### src/hw/crd_pkg.sv
package crd_pkg;
    localparam int unsigned CLOCK_HZ = 100_000_000;
    localparam int unsigned SYNC_STAGES = 2;
    localparam int unsigned ADDR_W = 8;
    localparam int unsigned DATA_W = 32;
    localparam int unsigned RCW_W = 32;
    localparam int unsigned NUM_BUS_OUT = 5;
    localparam int unsigned NUM_UNITS = 5;
    localparam int unsigned MODE_W = 2;

    // register offsets (byte addresses)
    localparam logic [7:0] OFS_OUTPUT_CLOCK_CONTROL = 8'h00;
    localparam logic [7:0] OFS_SYSTEM_CLOCK_CONTROL = 8'h04;
    localparam logic [7:0] OFS_LOCAL_BUS_CLOCK_CONTROL = 8'h08;
    localparam logic [7:0] OFS_CLOCK_STATUS = 8'h0C;
    localparam logic [7:0] OFS_CLOCK_RATIOS = 8'h10;

    // reset values
    localparam logic [4:0] OUT_CTRL_RESET = 5'h00;
    localparam logic [9:0] SYS_CTRL_RESET = 10'h155;
    localparam logic [1:0] LB_CTRL_RESET = 2'h0;

    // unit slots in the system clock control register, two bits each; the bridge DMA slot uses only its low bit (full or off)
    localparam int unsigned UNIT_ETH_ONE = 0;
    localparam int unsigned UNIT_ETH_TWO = 1;
    localparam int unsigned UNIT_CRYPTO = 2;
    localparam int unsigned UNIT_USB = 3;
    localparam int unsigned UNIT_BRIDGE_DMA = 4;

    // reset configuration word low field positions
    localparam int unsigned RCW_MULT_LSB = 24;
    localparam int unsigned RCW_CORE_LSB = 16;
    localparam int unsigned RCW_MEM_MODE_BIT = 30;
    localparam int unsigned RCW_LB_MODE_BIT = 31;
    localparam logic [31:0] RCW_HARD_OPTION = 32'h0402_0000;

    // system PLL multiplier legal range
    localparam logic [3:0] MULT_MIN = 4'h2;
    localparam logic [3:0] MULT_MAX = 4'h6;

    // local bus divider field encodings
    localparam logic [1:0] LBDIV_2 = 2'h0;
    localparam logic [1:0] LBDIV_4 = 2'h1;
    localparam logic [1:0] LBDIV_8 = 2'h2;

    // status bit positions
    localparam int unsigned ST_HOST_MODE = 0;
    localparam int unsigned ST_HALVING = 1;
    localparam int unsigned ST_MULT_RESERVED = 2;
    localparam int unsigned ST_CFG_LOADED = 3;
    localparam int unsigned ST_HARD_OPTION = 4;

    typedef enum logic [1:0] {
        CRD_RATE_OFF,
        CRD_RATE_FULL,
        CRD_RATE_HALF,
        CRD_RATE_THIRD
    } crd_rate_e;
endpackage

### src/hw/crd_sync2.sv
`timescale 1ns/100ps
module crd_sync2 #(
    parameter int unsigned W = 1
) (
    input wire logic clock,
    input wire logic reset,
    input wire logic [W-1:0] async_in,
    output logic [W-1:0] sync_out
);
    logic [W-1:0] stage1_r;

    always_ff @(posedge clock) begin
        if (reset) begin
            stage1_r <= '0;
            sync_out <= '0;
        end else begin
            stage1_r <= async_in;
            sync_out <= stage1_r;
        end
    end
endmodule // crd_sync2

### src/hw/crd_ratio_div.sv
`timescale 1ns/100ps
module crd_ratio_div import crd_pkg::*; (
    input wire logic clock,
    input wire logic reset,
    input wire logic [MODE_W-1:0] rate_sel,
    output logic unit_enable
);
    logic [1:0] mode_r;
    logic [1:0] cnt_r;
    logic [1:0] last;
    logic at_end;

    always_comb begin
        case (mode_r)
            2'h2: last = 2'h1;
            2'h3: last = 2'h2;
            default: last = 2'h0;
        endcase
    end

    assign at_end = (cnt_r == last);

    // a new ratio is taken only at the end of a whole period, or in any cycle while off
    always_ff @(posedge clock) begin
        if (reset) begin
            mode_r <= CRD_RATE_FULL;
        end else if (at_end || mode_r == CRD_RATE_OFF) begin
            mode_r <= rate_sel;
        end
    end

    always_ff @(posedge clock) begin
        if (reset || at_end || mode_r == CRD_RATE_OFF) begin
            cnt_r <= 2'h0;
        end else begin
            cnt_r <= cnt_r + 2'h1;
        end
    end

    assign unit_enable = (mode_r != CRD_RATE_OFF) && (cnt_r == 2'h0);

    // a switch-off waits for the running period, three cycles at the most
    off_silent_a: assert property (@(posedge clock) disable iff (reset)
        (rate_sel == CRD_RATE_OFF) [*4] |-> !unit_enable)
        else $error("unit enable pulsed while off");

    third_gap_a: assert property (@(posedge clock) disable iff (reset)
        (unit_enable && mode_r == CRD_RATE_THIRD) |=> !unit_enable ##1 !unit_enable)
        else $error("third rate period cut short");
endmodule // crd_ratio_div

### src/hw/crd_top.sv
`timescale 1ns/100ps
module crd_top import crd_pkg::*; (
    input wire logic clock,
    input wire logic reset,
    input wire logic host_mode_strap,
    input wire logic input_halving_strap,
    input wire logic host_clock_input,
    input wire logic agent_bus_clock,
    input wire logic hard_option_strap,
    input wire logic [RCW_W-1:0] reset_config_word_low,
    input wire logic [ADDR_W-1:0] reg_addr,
    input wire logic [DATA_W-1:0] reg_wdata,
    input wire logic reg_write,
    input wire logic reg_read,
    output logic [DATA_W-1:0] reg_rdata,
    output logic primary_clock_level,
    output logic sync_clock_output,
    output logic [NUM_BUS_OUT-1:0] bus_clock_output_n,
    output logic local_bus_clock_output,
    output logic [NUM_UNITS-1:0] unit_clock_enable,
    output logic [7:0] csb_multiplier,
    output logic [7:0] memory_multiplier,
    output logic [7:0] local_bus_multiplier,
    output logic [6:0] core_pll_ratio,
    output logic multiplier_reserved
);
    localparam int unsigned PIN_W = 5 + RCW_W;

    logic [PIN_W-1:0] pins_s;
    logic host_mode_s, halving_s, host_s, agent_s, hard_s;
    logic [RCW_W-1:0] rcw_s;
    logic [1:0] settle_r;
    logic cfg_loaded_r;
    logic host_mode_r, halving_r, hard_r;
    logic [3:0] system_pll_multiplier;
    logic memory_clock_mode, local_bus_clock_mode;
    logic host_d_r, host_rise, half_r, sync_nxt;
    logic [4:0] output_clock_control;
    logic [9:0] system_clock_control;
    logic [1:0] local_bus_divider, lb_div_r;
    logic [1:0] lb_cnt_r, lb_half_last;
    logic [RCW_W-1:0] rcw_pick;

    function automatic logic [MODE_W-1:0] unit_rate(input logic [9:0] ctrl, input int unsigned u);
        unit_rate = (u == UNIT_BRIDGE_DMA) ? {1'b0, ctrl[2*u]} : ctrl[2*u +: 2];
    endfunction

    function automatic logic mult_ok(input logic [3:0] f);
        mult_ok = (f >= MULT_MIN) && (f <= MULT_MAX);
    endfunction

    crd_sync2 #(.W(PIN_W)) pin_sync (
        .clock(clock),
        .reset(reset),
        .async_in({host_mode_strap, input_halving_strap, host_clock_input, agent_bus_clock,
            hard_option_strap, reset_config_word_low}),
        .sync_out(pins_s)
    );
    assign {host_mode_s, halving_s, host_s, agent_s, hard_s, rcw_s} = pins_s;

    // reset-time configuration capture once the synchronisers have filled
    assign rcw_pick = hard_s ? RCW_HARD_OPTION : rcw_s;

    always_ff @(posedge clock) begin
        if (reset) begin
            settle_r <= 2'h0;
        end else if (settle_r != 2'(SYNC_STAGES)) begin
            settle_r <= settle_r + 2'h1;
        end
    end

    always_ff @(posedge clock) begin
        if (reset) begin
            cfg_loaded_r <= 1'b0;
            host_mode_r <= 1'b0;
            halving_r <= 1'b0;
            hard_r <= 1'b0;
            system_pll_multiplier <= 4'h0;
            core_pll_ratio <= 7'h00;
            memory_clock_mode <= 1'b0;
            local_bus_clock_mode <= 1'b0;
        end else if (!cfg_loaded_r && settle_r == 2'(SYNC_STAGES)) begin
            cfg_loaded_r <= 1'b1;
            host_mode_r <= host_mode_s;
            halving_r <= halving_s;
            hard_r <= hard_s;
            system_pll_multiplier <= rcw_pick[RCW_MULT_LSB +: 4];
            core_pll_ratio <= rcw_pick[RCW_CORE_LSB +: 7];
            memory_clock_mode <= rcw_pick[RCW_MEM_MODE_BIT];
            local_bus_clock_mode <= rcw_pick[RCW_LB_MODE_BIT];
        end
    end

    // primary source and synchronisation clock
    assign host_rise = host_s && !host_d_r;

    always_ff @(posedge clock) begin
        if (reset) begin
            host_d_r <= 1'b0;
            half_r <= 1'b0;
        end else begin
            host_d_r <= host_s;
            if (host_rise) begin
                half_r <= !half_r;
            end
        end
    end

    always_comb begin
        if (!cfg_loaded_r || !host_mode_r) begin
            sync_nxt = 1'b0;
        end else if (halving_r) begin
            sync_nxt = half_r;
        end else begin
            sync_nxt = host_s;
        end
    end

    always_ff @(posedge clock) begin
        if (reset) begin
            primary_clock_level <= 1'b0;
            sync_clock_output <= 1'b0;
        end else begin
            primary_clock_level <= host_mode_r ? host_s : agent_s;
            sync_clock_output <= sync_nxt;
        end
    end

    genvar gi;
    generate
        for (gi = 0; gi < NUM_BUS_OUT; gi++) begin : g_bus_out
            always_ff @(posedge clock) begin
                if (reset) begin
                    bus_clock_output_n[gi] <= 1'b0;
                end else begin
                    bus_clock_output_n[gi] <= sync_nxt && output_clock_control[gi];
                end
            end
        end
        for (gi = 0; gi < NUM_UNITS; gi++) begin : g_unit
            crd_ratio_div unit_div (
                .clock(clock),
                .reset(reset),
                .rate_sel(unit_rate(system_clock_control, gi)),
                .unit_enable(unit_clock_enable[gi])
            );
        end
    endgenerate

    // ratio report; reserved multiplier codes yield zero
    assign multiplier_reserved = cfg_loaded_r && !mult_ok(system_pll_multiplier);

    always_ff @(posedge clock) begin
        if (reset) begin
            csb_multiplier <= 8'h00;
            memory_multiplier <= 8'h00;
            local_bus_multiplier <= 8'h00;
        end else if (!mult_ok(system_pll_multiplier)) begin
            csb_multiplier <= 8'h00;
            memory_multiplier <= 8'h00;
            local_bus_multiplier <= 8'h00;
        end else begin
            csb_multiplier <= {4'h0, system_pll_multiplier} << !halving_r;
            memory_multiplier <= ({4'h0, system_pll_multiplier} << !halving_r)
                << memory_clock_mode;
            local_bus_multiplier <= ({4'h0, system_pll_multiplier} << !halving_r)
                << local_bus_clock_mode;
        end
    end

    // local bus clock output: clock taken as the local-bus controller clock
    always_comb begin
        case (lb_div_r)
            LBDIV_4: lb_half_last = 2'h1;
            LBDIV_8: lb_half_last = 2'h3;
            default: lb_half_last = 2'h0;
        endcase
    end

    always_ff @(posedge clock) begin
        if (reset) begin
            lb_cnt_r <= 2'h0;
            lb_div_r <= LB_CTRL_RESET;
            local_bus_clock_output <= 1'b0;
        end else if (lb_cnt_r == lb_half_last) begin
            lb_cnt_r <= 2'h0;
            local_bus_clock_output <= !local_bus_clock_output;
            if (local_bus_clock_output) begin
                lb_div_r <= local_bus_divider;
            end
        end else begin
            lb_cnt_r <= lb_cnt_r + 2'h1;
        end
    end

    // register port
    always_ff @(posedge clock) begin
        if (reset) begin
            output_clock_control <= OUT_CTRL_RESET;
            system_clock_control <= SYS_CTRL_RESET;
            local_bus_divider <= LB_CTRL_RESET;
        end else if (reg_write) begin
            case (reg_addr)
                OFS_OUTPUT_CLOCK_CONTROL: output_clock_control <= reg_wdata[4:0];
                OFS_SYSTEM_CLOCK_CONTROL: system_clock_control <= reg_wdata[9:0];
                OFS_LOCAL_BUS_CLOCK_CONTROL: begin
                    if (reg_wdata[1:0] != 2'h3) begin
                        local_bus_divider <= reg_wdata[1:0];
                    end
                end
                default: ;
            endcase
        end
    end

    always_ff @(posedge clock) begin
        if (reset) begin
            reg_rdata <= 32'h0000_0000;
        end else if (reg_read) begin
            case (reg_addr)
                OFS_OUTPUT_CLOCK_CONTROL: reg_rdata <= {27'h0, output_clock_control};
                OFS_SYSTEM_CLOCK_CONTROL: reg_rdata <= {22'h0, system_clock_control};
                OFS_LOCAL_BUS_CLOCK_CONTROL: reg_rdata <= {30'h0, local_bus_divider};
                OFS_CLOCK_STATUS: reg_rdata <= {27'h0, hard_r, cfg_loaded_r, multiplier_reserved,
                    halving_r, host_mode_r};
                OFS_CLOCK_RATIOS: reg_rdata <= {1'b0, core_pll_ratio, local_bus_multiplier,
                    memory_multiplier, csb_multiplier};
                default: reg_rdata <= 32'h0000_0000;
            endcase
        end else begin
            reg_rdata <= 32'h0000_0000;
        end
    end

    // checks
    host_source_a: assert property (@(posedge clock) disable iff (reset)
        (cfg_loaded_r && host_mode_r) |=> primary_clock_level == $past(host_s))
        else $error("host mode primary level not host clock");

    agent_source_a: assert property (@(posedge clock) disable iff (reset)
        (cfg_loaded_r && !host_mode_r) |=> primary_clock_level == $past(agent_s)
            && !sync_clock_output)
        else $error("agent mode primary level not agent clock");

    half_rate_a: assert property (@(posedge clock) disable iff (reset)
        (cfg_loaded_r && host_mode_r && halving_r && host_rise) |=> ##1
            sync_clock_output != $past(sync_clock_output))
        else $error("halved sync clock missed a host edge");

    full_rate_a: assert property (@(posedge clock) disable iff (reset)
        (cfg_loaded_r && host_mode_r && !halving_r) |=> sync_clock_output == $past(host_s))
        else $error("full rate sync clock does not follow host clock");

    bus_gate_a: assert property (@(posedge clock) disable iff (reset)
        1'b1 |=> (bus_clock_output_n & ~$past(output_clock_control)) == 5'h00
            && (bus_clock_output_n & ~{NUM_BUS_OUT{sync_clock_output}}) == 5'h00)
        else $error("bus clock output driven while disabled");

    csb_mult_a: assert property (@(posedge clock) disable iff (reset)
        (cfg_loaded_r && $stable(cfg_loaded_r) && !multiplier_reserved) |=>
            csb_multiplier == 8'(system_pll_multiplier * (halving_r ? 1 : 2)))
        else $error("system multiple wrong");

    mem_mult_a: assert property (@(posedge clock) disable iff (reset)
        (cfg_loaded_r && !multiplier_reserved) |=>
            memory_multiplier == (memory_clock_mode ? 8'(csb_multiplier * 2) : csb_multiplier))
        else $error("memory multiple wrong");

    reserved_zero_a: assert property (@(posedge clock) disable iff (reset)
        multiplier_reserved |=> csb_multiplier == 8'h00 && memory_multiplier == 8'h00)
        else $error("reserved multiplier code produced a clock");

    unit_default_a: assert property (@(posedge clock)
        $fell(reset) |-> system_clock_control == SYS_CTRL_RESET ##1 unit_clock_enable == 5'h1F)
        else $error("units did not start at full rate");

    config_once_a: assert property (@(posedge clock) disable iff (reset)
        $past(cfg_loaded_r) |-> $stable(system_pll_multiplier) && $stable(core_pll_ratio))
        else $error("reset configuration changed after load");

    lb_toggle_a: assert property (@(posedge clock) disable iff (reset)
        (!$past(reset) && lb_div_r == LBDIV_2 && $past(lb_div_r) == LBDIV_2) |->
            local_bus_clock_output != $past(local_bus_clock_output))
        else $error("local bus clock not toggling at divide by two");

    host_half_c: cover property (@(posedge clock) disable iff (reset)
        cfg_loaded_r && host_mode_r && halving_r && host_rise);
    agent_c: cover property (@(posedge clock) disable iff (reset)
        cfg_loaded_r && !host_mode_r && primary_clock_level);
    unit_third_c: cover property (@(posedge clock) disable iff (reset)
        unit_rate(system_clock_control, UNIT_USB) == CRD_RATE_THIRD && unit_clock_enable[3]);
endmodule // crd_top

### config.mk
export PLATFORM = sky130hd
export DESIGN_NAME = crd_top
export DESIGN_NICKNAME = d
export VERILOG_FILES = /design/src/hw/crd_pkg.sv /design/src/hw/crd_sync2.sv /design/src/hw/crd_ratio_div.sv /design/src/hw/crd_top.sv
export SDC_FILE = /design/constraint.sdc
export NUM_CORES = 1
export LEC_CHECK = 0
export ABC_AREA = 1
export BUFFER_PORTS_ARGS = -buffer_cell sky130_fd_sc_hd__buf_2
export CAP_MARGIN = 20
export CORE_ASPECT_RATIO = 0.6
export CORE_UTILIZATION = 30
export DETAILED_ROUTE_END_ITERATION = 12
export PLACE_DENSITY = 0.62
export SYNTH_ARGS = -nofsm -noshare
export SYNTH_HDL_FRONTEND = slang
export SYNTH_SLANG_ARGS = --single-unit
### constraint.sdc
create_clock -name clock -period 1.75 [get_ports clock]
set_clock_uncertainty 0.05 [all_clocks]
set_input_delay 0.0875 -clock clock [delete_from_list [all_inputs] [get_ports clock]]
set_output_delay 0.0875 -clock clock [all_outputs]
set_load 0.05 [all_outputs]
After elaboration in Yosys (flattened, before gate mapping)
Cells that the tools add are included.

operators by class
  muxes and demuxes = 10
  $lt $le $gt $ge = 2
  eq/ne operators = 22
  reductions and logical operators = 59
  bitwise logic cells = 2
  add/subtract/negate cells = 7
  shifts and indexed selects = 3

operators with widths
  kind                 number
  $pmux 31 s5          1
  $mux 32              1
  $eq 2x2->1 const B   10
  $logic_not 2->1      10
  $pmux 2 s2           5
  $eq 8x4->1 const B   2
  $logic_or 1x1->1     16
  $shl 8x1->8          2
  $add 2x1->2 const B  7
  $logic_and 1x1->1    14
  $eq 2x2->1           5
  $eq 8x3->1 const B   1
  $eq 8x5->1 const B   1
  $logic_not 8->1      1
  $reduce_bool 2->1    4
  $shl 4x1->8          1
  $logic_not 1->1      7
  $reduce_and 2->1     3
  $reduce_or 2->1      3
  $ge 4x2->1 const B   1
  $le 4x3->1 const B   1
  $ne 2x2->1 const B   2
  $mux 1               3
  $reduce_and 3->1     1
  2 further kinds      3

storage, ports and cells
  input bits = 81
  output and inout port bits = 77
  logic and storage cells = 145
  bits in registers = 199

Logic depth before layout (Yosys ltp)
Gate-level depths: netlist of run 1.

  depth after elaboration = 5
  mapped depth = 9
  gate-level depth less buffers = 9

By module
From an unflattened synthesis of run 1, not the netlist that was laid out.

second synthesis, totals
  cell total of the unflattened synthesis = 805
  area, all modules = 6822.8 sq um

by module, submodules not included
  module         area each (sq um)  times used  seq. area each (sq um)  cells an instance
  crd_top        3632.2             1           1881.8                  425
  crd_sync2      2120.8             1           1481.4                  230
  crd_ratio_div  214.0              5           80.1                    30

Worst setup path after synthesis of run 1
OpenSTA, ideal clock, no wires.

  path type = reg-to-reg
  start = reg lb_div_r[0]
  end = reg lb_div_r[0]
  period minus slack after synthesis = 1361 ps
  cell stages (with the launch flop) = 8
  arrival = 1178 ps
  path buffers = 0
  setup time = 133 ps
  path slack = 389 ps
  required time = 1567 ps
  cell sequence = dfxtp_1 -> inv_1 -> ha_1 -> xnor2_1 -> nor2_1 -> nand2_1 -> nand2_1 -> a21oi_1

between the ends
  cells in the longest elaborated chain, start to end = 4
  elaborated cells on any way between the ends = 5
  those cells by class = eq/ne (3); mux (1); reduce/logical (1)

ends and longest elaborated chain
  element                                          line            RTL
  start: declaration                               crd_top.sv:40   logic [1:0] local_bus_divider, lb_div_r;
  start signal: assignment                         crd_top.sv:189  lb_div_r <= local_bus_divider;
  $eq 2x2->1 / $eq 2x1->1 (equally long branches)  crd_top.sv:173  case (lb_div_r)
  $pmux 2 s2 (*)                                   crd_top.sv:173
  $eq 2x2->1 (*)                                   crd_top.sv:185  end else if (lb_cnt_r == lb_half_last) begin
  $reduce_and 2->1 (no line) (*)                   --

Mark *: on every way between the ends. The rest lies on a longest branch, timed or not.
A chain may end at the register's enable or synchronous reset.

Worst setup path after layout of run 1
  start = reg system_pll_multiplier[1]
  end = out multiplier_reserved

between the ends
  cells in the longest elaborated chain, start to end = 4
  elaborated cells on any way between the ends = 5
  those cells by class = order compare (2); reduce/logical (3)

ends and longest elaborated chain
  element                                          line            RTL
  start: declaration                               crd_top.sv:35   logic [3:0] system_pll_multiplier;
  start signal: assignment                         crd_top.sv:87   system_pll_multiplier <= rcw_pick[RCW_MULT_LSB +: 4];
  $ge 4x2->1 / $le 4x3->1 (equally long branches)  crd_top.sv:49   mult_ok = (f >= MULT_MIN) && (f <= MULT_MAX);
  $logic_and 1x1->1 (*)                            crd_top.sv:49
  $logic_not 1->1 (*)                              --
  $logic_and 1x1->1 (*)                            crd_top.sv:151  assign multiplier_reserved = cfg_loaded_r && !mult_ok(system_pll_multiplier);
  end: declaration                                 crd_top.sv:25   output logic multiplier_reserved

Marks and branches as above.

==> out/results.env, run 1 <==
FIRST_ITER_VIOLATIONS=234
MOST_FREQUENT_CELLS_IN_THE_LAYOUT='sky130_fd_sc_hd__dfxtp_1 (149), sky130_fd_sc_hd__nor2_1 (109), sky130_fd_sc_hd__buf_2 (103)'
DIE_AREA_UM2=18960
CP-END-KIND='output pin'
ROOT_BUF_CELL='sky130_fd_sc_hd__clkbuf_16'
FINAL_COMMON_CELL='sky130_fd_sc_hd__dfxtp_1'
POST_SYNTH_EDFFS=0
FLOW.AREA_GROWTH_FROM_SYNTHESIS_PCT=28.79
ROUTED-VIA-COUNT=4192
OVERFLOW=0
MIN_PERIOD_NS=1.578
CP_PEAK_STAGE_DELAY_NS=0.43
NFILLCELLS=1819
SYNTHCELLS=649
WORST-PATH-MAX-FANOUT=5
YS_FF_LATCH=149
FINALHOLDVIOLATIONS=0
CP_CELL_SEQUENCE='nand3_1 -> o211ai_1 -> nand2_1 -> inv_1 -> clkbuf_4'
PATH_DELAY_FAMILY='flip-flops'
WHS_PATH_DEPTH=3
RSZ0062_AT_GRT='false'
FINAL.SETUP.TNS_NS=0
CTS.REPAIR_TIMING.SETUP_BUFFER_COUNT=0
MAX-CLOCK-PATH-BUFFERS=2
STATUS='finished clean'
CLKSINKCOUNT=149
MAXCLOCKFREQUENCY_GHz=0.6337
REG2REG_DEPTH=7
CLKSLEWWORSTSETUPHOLDPATHS_NS=0.06
TRITONCTS='done'
CTS_INSERTED_BUFFERS=17
WORST_SETUP_PATH_TYPE='reg2out'
STATIC-LEAKAGE-POWER_nW=3.218
START_KIND='flip-flop'
CLOCK_INSERTION_DELAY_WORST_SKEW_NS=0.41
ROUTE.FINAL.WIRE_LENGTH_UM=12480
CORE_AREA_UM2=17550
FINAL_MAX_SLEW_VIOL_COUNT=0
MAXIMUM_NUMBER_OF_PINS_ON_ONE_NET_BEFORE_GLOBAL_ROUTE_REPAIR=66
BUFFER_PORTS.INSERTED=104
NETLIST_AREA_UM2=5519
AVGVIACOUNTPERCELL=4.058
YS_WARN_COUNT=0
ROUTE.DETAILED.WL_PER_INST_UM=12.08
CELL_WITH_THE_LARGEST_STAGE_DELAY_ON_THE_WORST_PATH='sky130_fd_sc_hd__dfxtp_1'
R2R_END='lb_div_r[1]'
NETLIST-CELL-TYPE-COUNT=37
DRC_ERRORS=0
SYNTH_TOP_AREA_SHARE_PCT=54.05
CRIT_ARRIVAL_NS=1.44
IOS=158
NUMBER_OF_NETS_WITH_ANTENNA_VIOLATIONS_AFTER_ROUTING=0
ROWS=37
GROUTE.USAGE.OVERALL_PCT=14.00
ROUTABILITY_CONG=0.8190
H-TREE-DEPTH=4
POSTSYNTH.ASYNCRESETSHARE_PCT=0
DIE_X_UM=177.1
SYNTH-SEQ-AREA-SHARE_PCT=54.05
VDD_DROP_MAX_V=0.0005634
FINAL_MIN_PERIOD_OVER_CLOCK_PERIOD_PCT=90.17
MAX_SLEW.WORST_PIN.SLEW_NS=0.7768
CRITICAL_PATH_BUFFER_AND_INVERTER_COUNT=2
SYNTH_AREA_PER_CELL_UM2=8.504
SYNTH.LARGEST_AREA_CELL='sky130_fd_sc_hd__dfxtp_1'
FIRST_PASS_GRT_WIRE_LENGTH_UM=20130
VIA_COUNT_OF_THE_FIRST_GLOBAL_ROUTING_PASS=3835
INITIAL_CORE_UTIL_PCT=31.46
WORST_REG_TO_REG_SETUP_SLACK_NS=0.25
SYNTH_FF_TYPE='sky130_fd_sc_hd__dfxtp_1'
GRT_ANTENNA_BEFORE_REPAIR=0
FIRSTDRTPASSITERS=4
PLACE.DETAILED.HPWL_UM=8942
INSERTED_DIODES=0
CRIT_REG_REG_STARTPOINT='lb_div_r[0]'
HOLD_PATH_STARTPOINT='reg_read'
TIMING.MAX_SLEW.REL_SLACK_PCT=48.08
DRIVE_GT1_SHARE_PCT=22.90
DIE_H_UM=107.1
CP.REQUIRED_NS=1.61
WHS_ENDPOINT='reg_rdata[9]'
CRITICAL_PATH_DEPTH=5
POWER.DENSITY_CELL_AREA_nW_PER_UM2=1162
REPORT.FINAL.SETUP_VIOL=0
SYNTHTOPCELLSBYAREA='sky130_fd_sc_hd__dfxtp_1 (54%), sky130_fd_sc_hd__nor2_1 (7.4%), sky130_fd_sc_hd__inv_1 (6.3%)'
DRV_CAP=0
HOLD_CLASS='in2reg'
TOTALPOWERFINAL_mW=8.260
COUNT_OF_NETS_AFTER_FINISHING=875
[layout make-up]
type                    instances  area (µm²)  share of cell area [%]
clock inverters                12       153.9                   2.165
clock buffers                  19       442.9                   6.231
well taps                     234       292.8                   4.119
flip-flops and latches        149        2983                   41.96
inverters                     101       379.1                   5.334
repair buffers                140       875.8                   12.32
multi-input cells             378        1981                   27.86
[Yosys cell counts, types with 3 or more instances]
master                     number
sky130_fd_sc_hd__nor2_1       109
sky130_fd_sc_hd__nor2_4         4
sky130_fd_sc_hd__a22oi_1        8
sky130_fd_sc_hd__inv_2          8
sky130_fd_sc_hd__o21a_1         4
sky130_fd_sc_hd__nand2_2        5
sky130_fd_sc_hd__ha_1           7
sky130_fd_sc_hd__dfxtp_1      149
sky130_fd_sc_hd__nand2_4        4
sky130_fd_sc_hd__nor3b_1        8
sky130_fd_sc_hd__a21oi_1       35
sky130_fd_sc_hd__inv_1         93
sky130_fd_sc_hd__buf_2          6
sky130_fd_sc_hd__buf_1          6
sky130_fd_sc_hd__buf_6          3
sky130_fd_sc_hd__nand3_1       31
sky130_fd_sc_hd__o211ai_1       6
sky130_fd_sc_hd__nand2_1       75
sky130_fd_sc_hd__nor3_1         8
sky130_fd_sc_hd__nor3b_2        9
sky130_fd_sc_hd__buf_4         18
sky130_fd_sc_hd__o21ai_0       32
[where the power goes]
| part | leakage (nW) | switching, mW | internal [mW] |
|---|---|---|---|
| Sequential | 1.21 | 0.0919 | 3.54 |
| Clock | 0.286 | 1.40 | 2.28 |
| Combinational | 1.72 | 0.655 | 0.296 |
[registers in the layout, summed over array words and instances, names as in the netlist, 2 cells and up]
signal	cells
output_clock_control	5
local_bus_multiplier	6
core_pll_ratio	7
settle_r	2
lb_cnt_r	2
reg_rdata	27
pin_sync.sync_out	18
local_bus_divider	2
lb_div_r	2
g_unit.unit_div.mode_r	9
bus_clock_output_n	5
system_clock_control	10
memory_multiplier	6
pin_sync.stage1_r	18
system_pll_multiplier	4
csb_multiplier	5
g_unit.unit_div.cnt_r	10
[per-layer routing]
metal | track usage (%) | vias up | share of wire (%)
li1 | - | 2279 | -
met1 | 20.91 | 1816 | 56
met2 | 18.25 | 89 | 38
met3 | 4.078 | 8 | 5.6
met4 | 5.542 | 0 | 0.83
met5 | 0 | - | 0
[worst reg2reg max path: stages, from the launching register on]
cell,delay [ns]
sky130_fd_sc_hd__dfxtp_1,0.33
sky130_fd_sc_hd__inv_1,0.05
sky130_fd_sc_hd__ha_1,0.29
sky130_fd_sc_hd__xnor2_1,0.13
sky130_fd_sc_hd__nor2_1,0.28
sky130_fd_sc_hd__nand2_1,0.11
sky130_fd_sc_hd__nand2_1,0.07
sky130_fd_sc_hd__a21oi_1,0.06
[through the flow]
| step | setup slack, ns | hold slack, ns | util (%) | instances | cell area, µm² |
|---|---|---|---|---|---|
| final | 0.1720 | 0.01935 | 40.51 | 1033 | 7108 |
| after detailed placement | 0.2398 | 0.2456 | 35.50 | 974 | 6228 |
| after global routing | 0.03039 | 0.01308 | 40.51 | 1033 | 7108 |
| after floorplan | 0.3891 | 0.1445 | - | 663 | 5572 |
| after CTS | 0.1165 | 0.002667 | 40.50 | 1033 | 7106 |
| after global placement | 0.2915 | 0.2370 | 35.50 | 974 | 6228 |
[cell families (layout without fill, tap and decap cells)]
| family | after synthesis | after routing | share of synthesized area (%) |
|---|---|---|---|
| adder cells (fa/ha/maj) | 7 | 7 | 1.587 |
| XOR/XNOR | 3 | 3 | 0.4762 |
| buffers and inverters | 136 | 272 | 11.02 |
| AO/OA/AOI/OAI | 93 | 93 | 9.748 |
| flip-flops | 149 | 149 | 54.05 |
| AND/OR/NAND/NOR | 260 | 260 | 23.06 |
| other | 1 | 15 | 0.06795 |
[worst max path at each step]
stage | to | slack, ns | from
6_report | multiplier_reserved | 0.17 | system_pll_multiplier[1]
2_1_floorplan | lb_div_r[0] | 0.39 | lb_div_r[0]
3_5_place_dp | core_pll_ratio[4] | 0.24 | settle_r[0]
4_1_cts | multiplier_reserved | 0.12 | system_pll_multiplier[1]
5_1_grt | multiplier_reserved | 0.03 | system_pll_multiplier[1]
3_3_place_gp | core_pll_ratio[5] | 0.29 | settle_r[0]
[timing repair]
action                                 CTS  global route
hold buffers                            28             0
endpoints found under the hold margin   35             0
gates resized for setup                  0             1
setup endpoints to repair                0             1
No activity file was read; power rests on OpenSTA's default activity.
==> inputs of run 2 (changes only) <==
HOLD_SLACK_MARGIN = 0.12   (was unset)
PLACE_DENSITY = 0.61   (was 0.62)
SYNTH_HIERARCHICAL = 1   (was unset)
==> run 2 against run 1 <==
Compared with the run above: flip-flop and latch count up 1; combinational power up 64%; synthesized cell count increased by 6.2%; count of clock-buffer cells in the layout decreased by 2; first-iteration DRC count is 23% higher; critical path depth rose by 1; final area grew 6.6%; core utilization is 0.55 points higher; global-route usage is 0.058 points lower; highest routed layer unchanged.
==> out/results.env, run 2 <==
MAXCLOCKFREQUENCY_GHz=0.5853  # -7.6%
PRE_CTS_SLACK_NS=0.3204  # +0.08067 ns
AVGVIACOUNTPERCELL=4.094  # +0.89%
SYNTHCELLS=689  # +6.2%
SYNTH_AREA_PER_CELL_UM2=8.361  # -1.7%
FIRST_PASS_GRT_WIRE_LENGTH_UM=21240  # +5.5%
ROUTE.DETAILED.WL_PER_INST_UM=12.08  # about the same
CTS_INSERTED_BUFFERS=17  # unchanged
STATIC-LEAKAGE-POWER_nW=3.509  # +9.1%
IOS=158  # unchanged
START_KIND='input pin'
RSZ0062_AT_GRT='false'
POWER.DENSITY_CELL_AREA_nW_PER_UM2=1219  # +4.9%
MAX-CLOCK-PATH-BUFFERS=2  # unchanged
TRITONCTS='done'
DIE_X_UM=180.9  # +2.1%
STATUS='finished clean'
TOTALPOWERFINAL_mW=9.233  # +12%
PLACE.DETAILED.HPWL_UM=9743  # +8.9%
INITIAL_CORE_UTIL_PCT=31.23  # -0.23 points
DRC_ERRORS=0  # unchanged
OVERFLOW=0  # unchanged
INSERTED_DIODES=0  # unchanged
WORST_SETUP_PATH_TYPE='in2reg'
WORST_REG_TO_REG_SETUP_SLACK_NS=0.32  # +0.07 ns
FINAL_MIN_PERIOD_OVER_CLOCK_PERIOD_PCT=97.63  # +7.5 points
TOTAL_NET_SWITCHING_POWER_mW=2.871  # +34%
HOLD_CLASS='in2reg'
CP-STARTPOINT='reset'
CLKSLEWWORSTSETUPHOLDPATHS_NS=0.07  # about the same
WORSTSETUPENDPOINT='system_clock_control[2]'
H-TREE-DEPTH=4  # unchanged
CRIT_REG_REG_STARTPOINT='lb_div_r[0]'
CLOCK_POWER_SHARE_PCT=41.9  # -2.6 points
COMB_POWER_SHARE_PCT=16.9  # +5.4 points
POST_LAYOUT_NONFILLER_INSTANCES=1106  # +7.1%
CTS.REPAIR_TIMING.SETUP_BUFFER_COUNT=0  # unchanged
ROWS=38  # +2.7%
LARGEST_REGISTER_FF_COUNT=27  # unchanged
YS_WARN_COUNT=6  # +6
VIA_COUNT_OF_THE_FIRST_GLOBAL_ROUTING_PASS=4125  # +7.6%
GROUTE.USAGE.OVERALL_PCT=13.94  # -0.058 points
FINAL_MAX_SLEW_VIOL_COUNT=0  # unchanged
CRIT_ARRIVAL_NS=2.02  # +0.58 ns
FIRST_ITER_VIOLATIONS=288  # +23%
NETLIST_AREA_UM2=5761  # +4.4%
POWER.SHARE.SEQUENTIAL_PCT=41.2  # -2.8 points
BIGGEST_REGS='reg_rdata (27), pin_sync/stage1_r (18), pin_sync/sync_out (18)'
ROOT_BUF_CELL='sky130_fd_sc_hd__clkbuf_16'
SWSHARE_PCT=31.09  # +5.1 points
MAXIMUM_NUMBER_OF_PINS_ON_ONE_NET_BEFORE_GLOBAL_ROUTE_REPAIR=55  # -17%
CORE_AREA_UM2=18450  # +5.1%
REPORT.FINAL.SETUP_VIOL=0  # unchanged
ROUTE.FINAL.WIRE_LENGTH_UM=13360  # +7.1%
NUMBER_OF_NETS_WITH_ANTENNA_VIOLATIONS_AFTER_ROUTING=0  # unchanged
DPL.CELL_COUNT=1032  # +6.0%
CP.REQUIRED_NS=2.06  # +0.45 ns
DRV_CAP=0  # unchanged
REGMOSTFLOPS='reg_rdata'
ROUTED-VIA-COUNT=4528  # +8.0%
DESIGN_AREA_UM2=7575  # +6.6%
VDD_DROP_MAX_V=0.0006355  # +13%
HOLD_PATH_STARTPOINT='reg_addr[1]'
POSTPLACECELLAREA_UM2=6523  # +4.7%
UTILIZATION_PCT=41.06  # +0.55 points
GRT_ANTENNA_BEFORE_REPAIR=0  # unchanged
ROUTABILITY_CONG=0.7933  # -3.1%
MIN_PERIOD_NS=1.709  # +0.1306 ns
FINAL_COMMON_CELL='sky130_fd_sc_hd__dfxtp_1'
TIMING.MAX_SLEW.REL_SLACK_PCT=63.99  # +16 points
CLKSINKCOUNT=150  # +0.67%
R2R_END='lb_div_r[0]'
DRIVE_GT1_SHARE_PCT=25.17  # +2.3 points
HOLD_WS_NS=0.1225  # +0.1032 ns
FIRSTDRTPASSITERS=6  # +2
FLOW.AREA_GROWTH_FROM_SYNTHESIS_PCT=31.49
POSTLAYOUTSETUPSLACKWORST_NS=0.04141  # -0.1306 ns
DIE_H_UM=109.3  # +2.1%
POWER.INTERNAL_mW=6.362  # +4.1%
DIE_AREA_UM2=19780  # +4.3%
FINALHOLDVIOLATIONS=0  # unchanged
MOST_FREQUENT_CELLS_IN_THE_LAYOUT='sky130_fd_sc_hd__dfxtp_1 (150), sky130_fd_sc_hd__nor2_1 (120), sky130_fd_sc_hd__buf_2 (103)'
BUFFER_PORTS.INSERTED=104  # unchanged
COUNT_OF_NETS_AFTER_FINISHING=941  # +7.5%
WORST-PATH-MAX-FANOUT=10  # +5
CP-END-KIND='flip-flop'
MAX_SLEW.WORST_PIN.SLEW_NS=0.5402  # -0.2367 ns
FINAL.SETUP.TNS_NS=0  # unchanged
REG2REG_DEPTH=8  # +1
CLOCK_INSERTION_DELAY_WORST_SKEW_NS=0.42  # about the same
run 2: layer usage:
metal / routed length [µm] / track usage, % / share of wire (%) / vias to the layer above
met2: 5068 / 18.89 / 38 / 110
li1: - / - / - / 2438
met5: 0 / 0 / 0 / -
met1: 7477 / 20.92 / 56 / 1968
met3: 680 / 3.412 / 5.1 / 12
met4: 136 / 5.067 / 1.0 / 0
run 2: cell type report:
class | count | area, µm²
Clock inverter | 15 | 200.2
Clock buffer | 17 | 425.4
Sequential cell | 150 | 3003
Timing Repair Buffer | 159 | 1041
Inverter | 110 | 419.2
Tap cell | 240 | 300.3
Multi-Input combinational cell | 415 | 2186
Fill cell | 1860 | 10870
run 2: power by group through the flow:
stage	Clock, mW	Combinational, mW	Sequential [mW]
floorplan	0	1.06	3.97
global placement	0	1.49	3.88
detailed placement	0	1.51	3.88
CTS	3.96	1.57	3.81
global route	4.13	1.77	3.84
finish	3.86	1.56	3.81
run 2: worst min path at each step:
stage	endpoint	cells after the start
detailed placement	pin_sync/stage1_r[36]	3
global route	reg_rdata[8]	5
CTS	reg_rdata[8]	6
floorplan	pin_sync/stage1_r[16]	2
global placement	pin_sync/stage1_r[34]	3
finish	reg_rdata[8]	6
run 2: critical path, cell delays in order:
cell and delay (ns):
sky130_fd_sc_hd__dlygate4sd3_1 0.54, sky130_fd_sc_hd__buf_2 0.28, sky130_fd_sc_hd__clkinvlp_4 0.26, sky130_fd_sc_hd__buf_4 0.23, sky130_fd_sc_hd__nand3_1 0.08, sky130_fd_sc_hd__dlygate4sd3_1 0.54
run 2: repair_timing:
item                                   CTS  global route
endpoints found under the hold margin   53             0
hold buffers                            42             0
resized for setup                        0             2
setup endpoints to repair                0             5
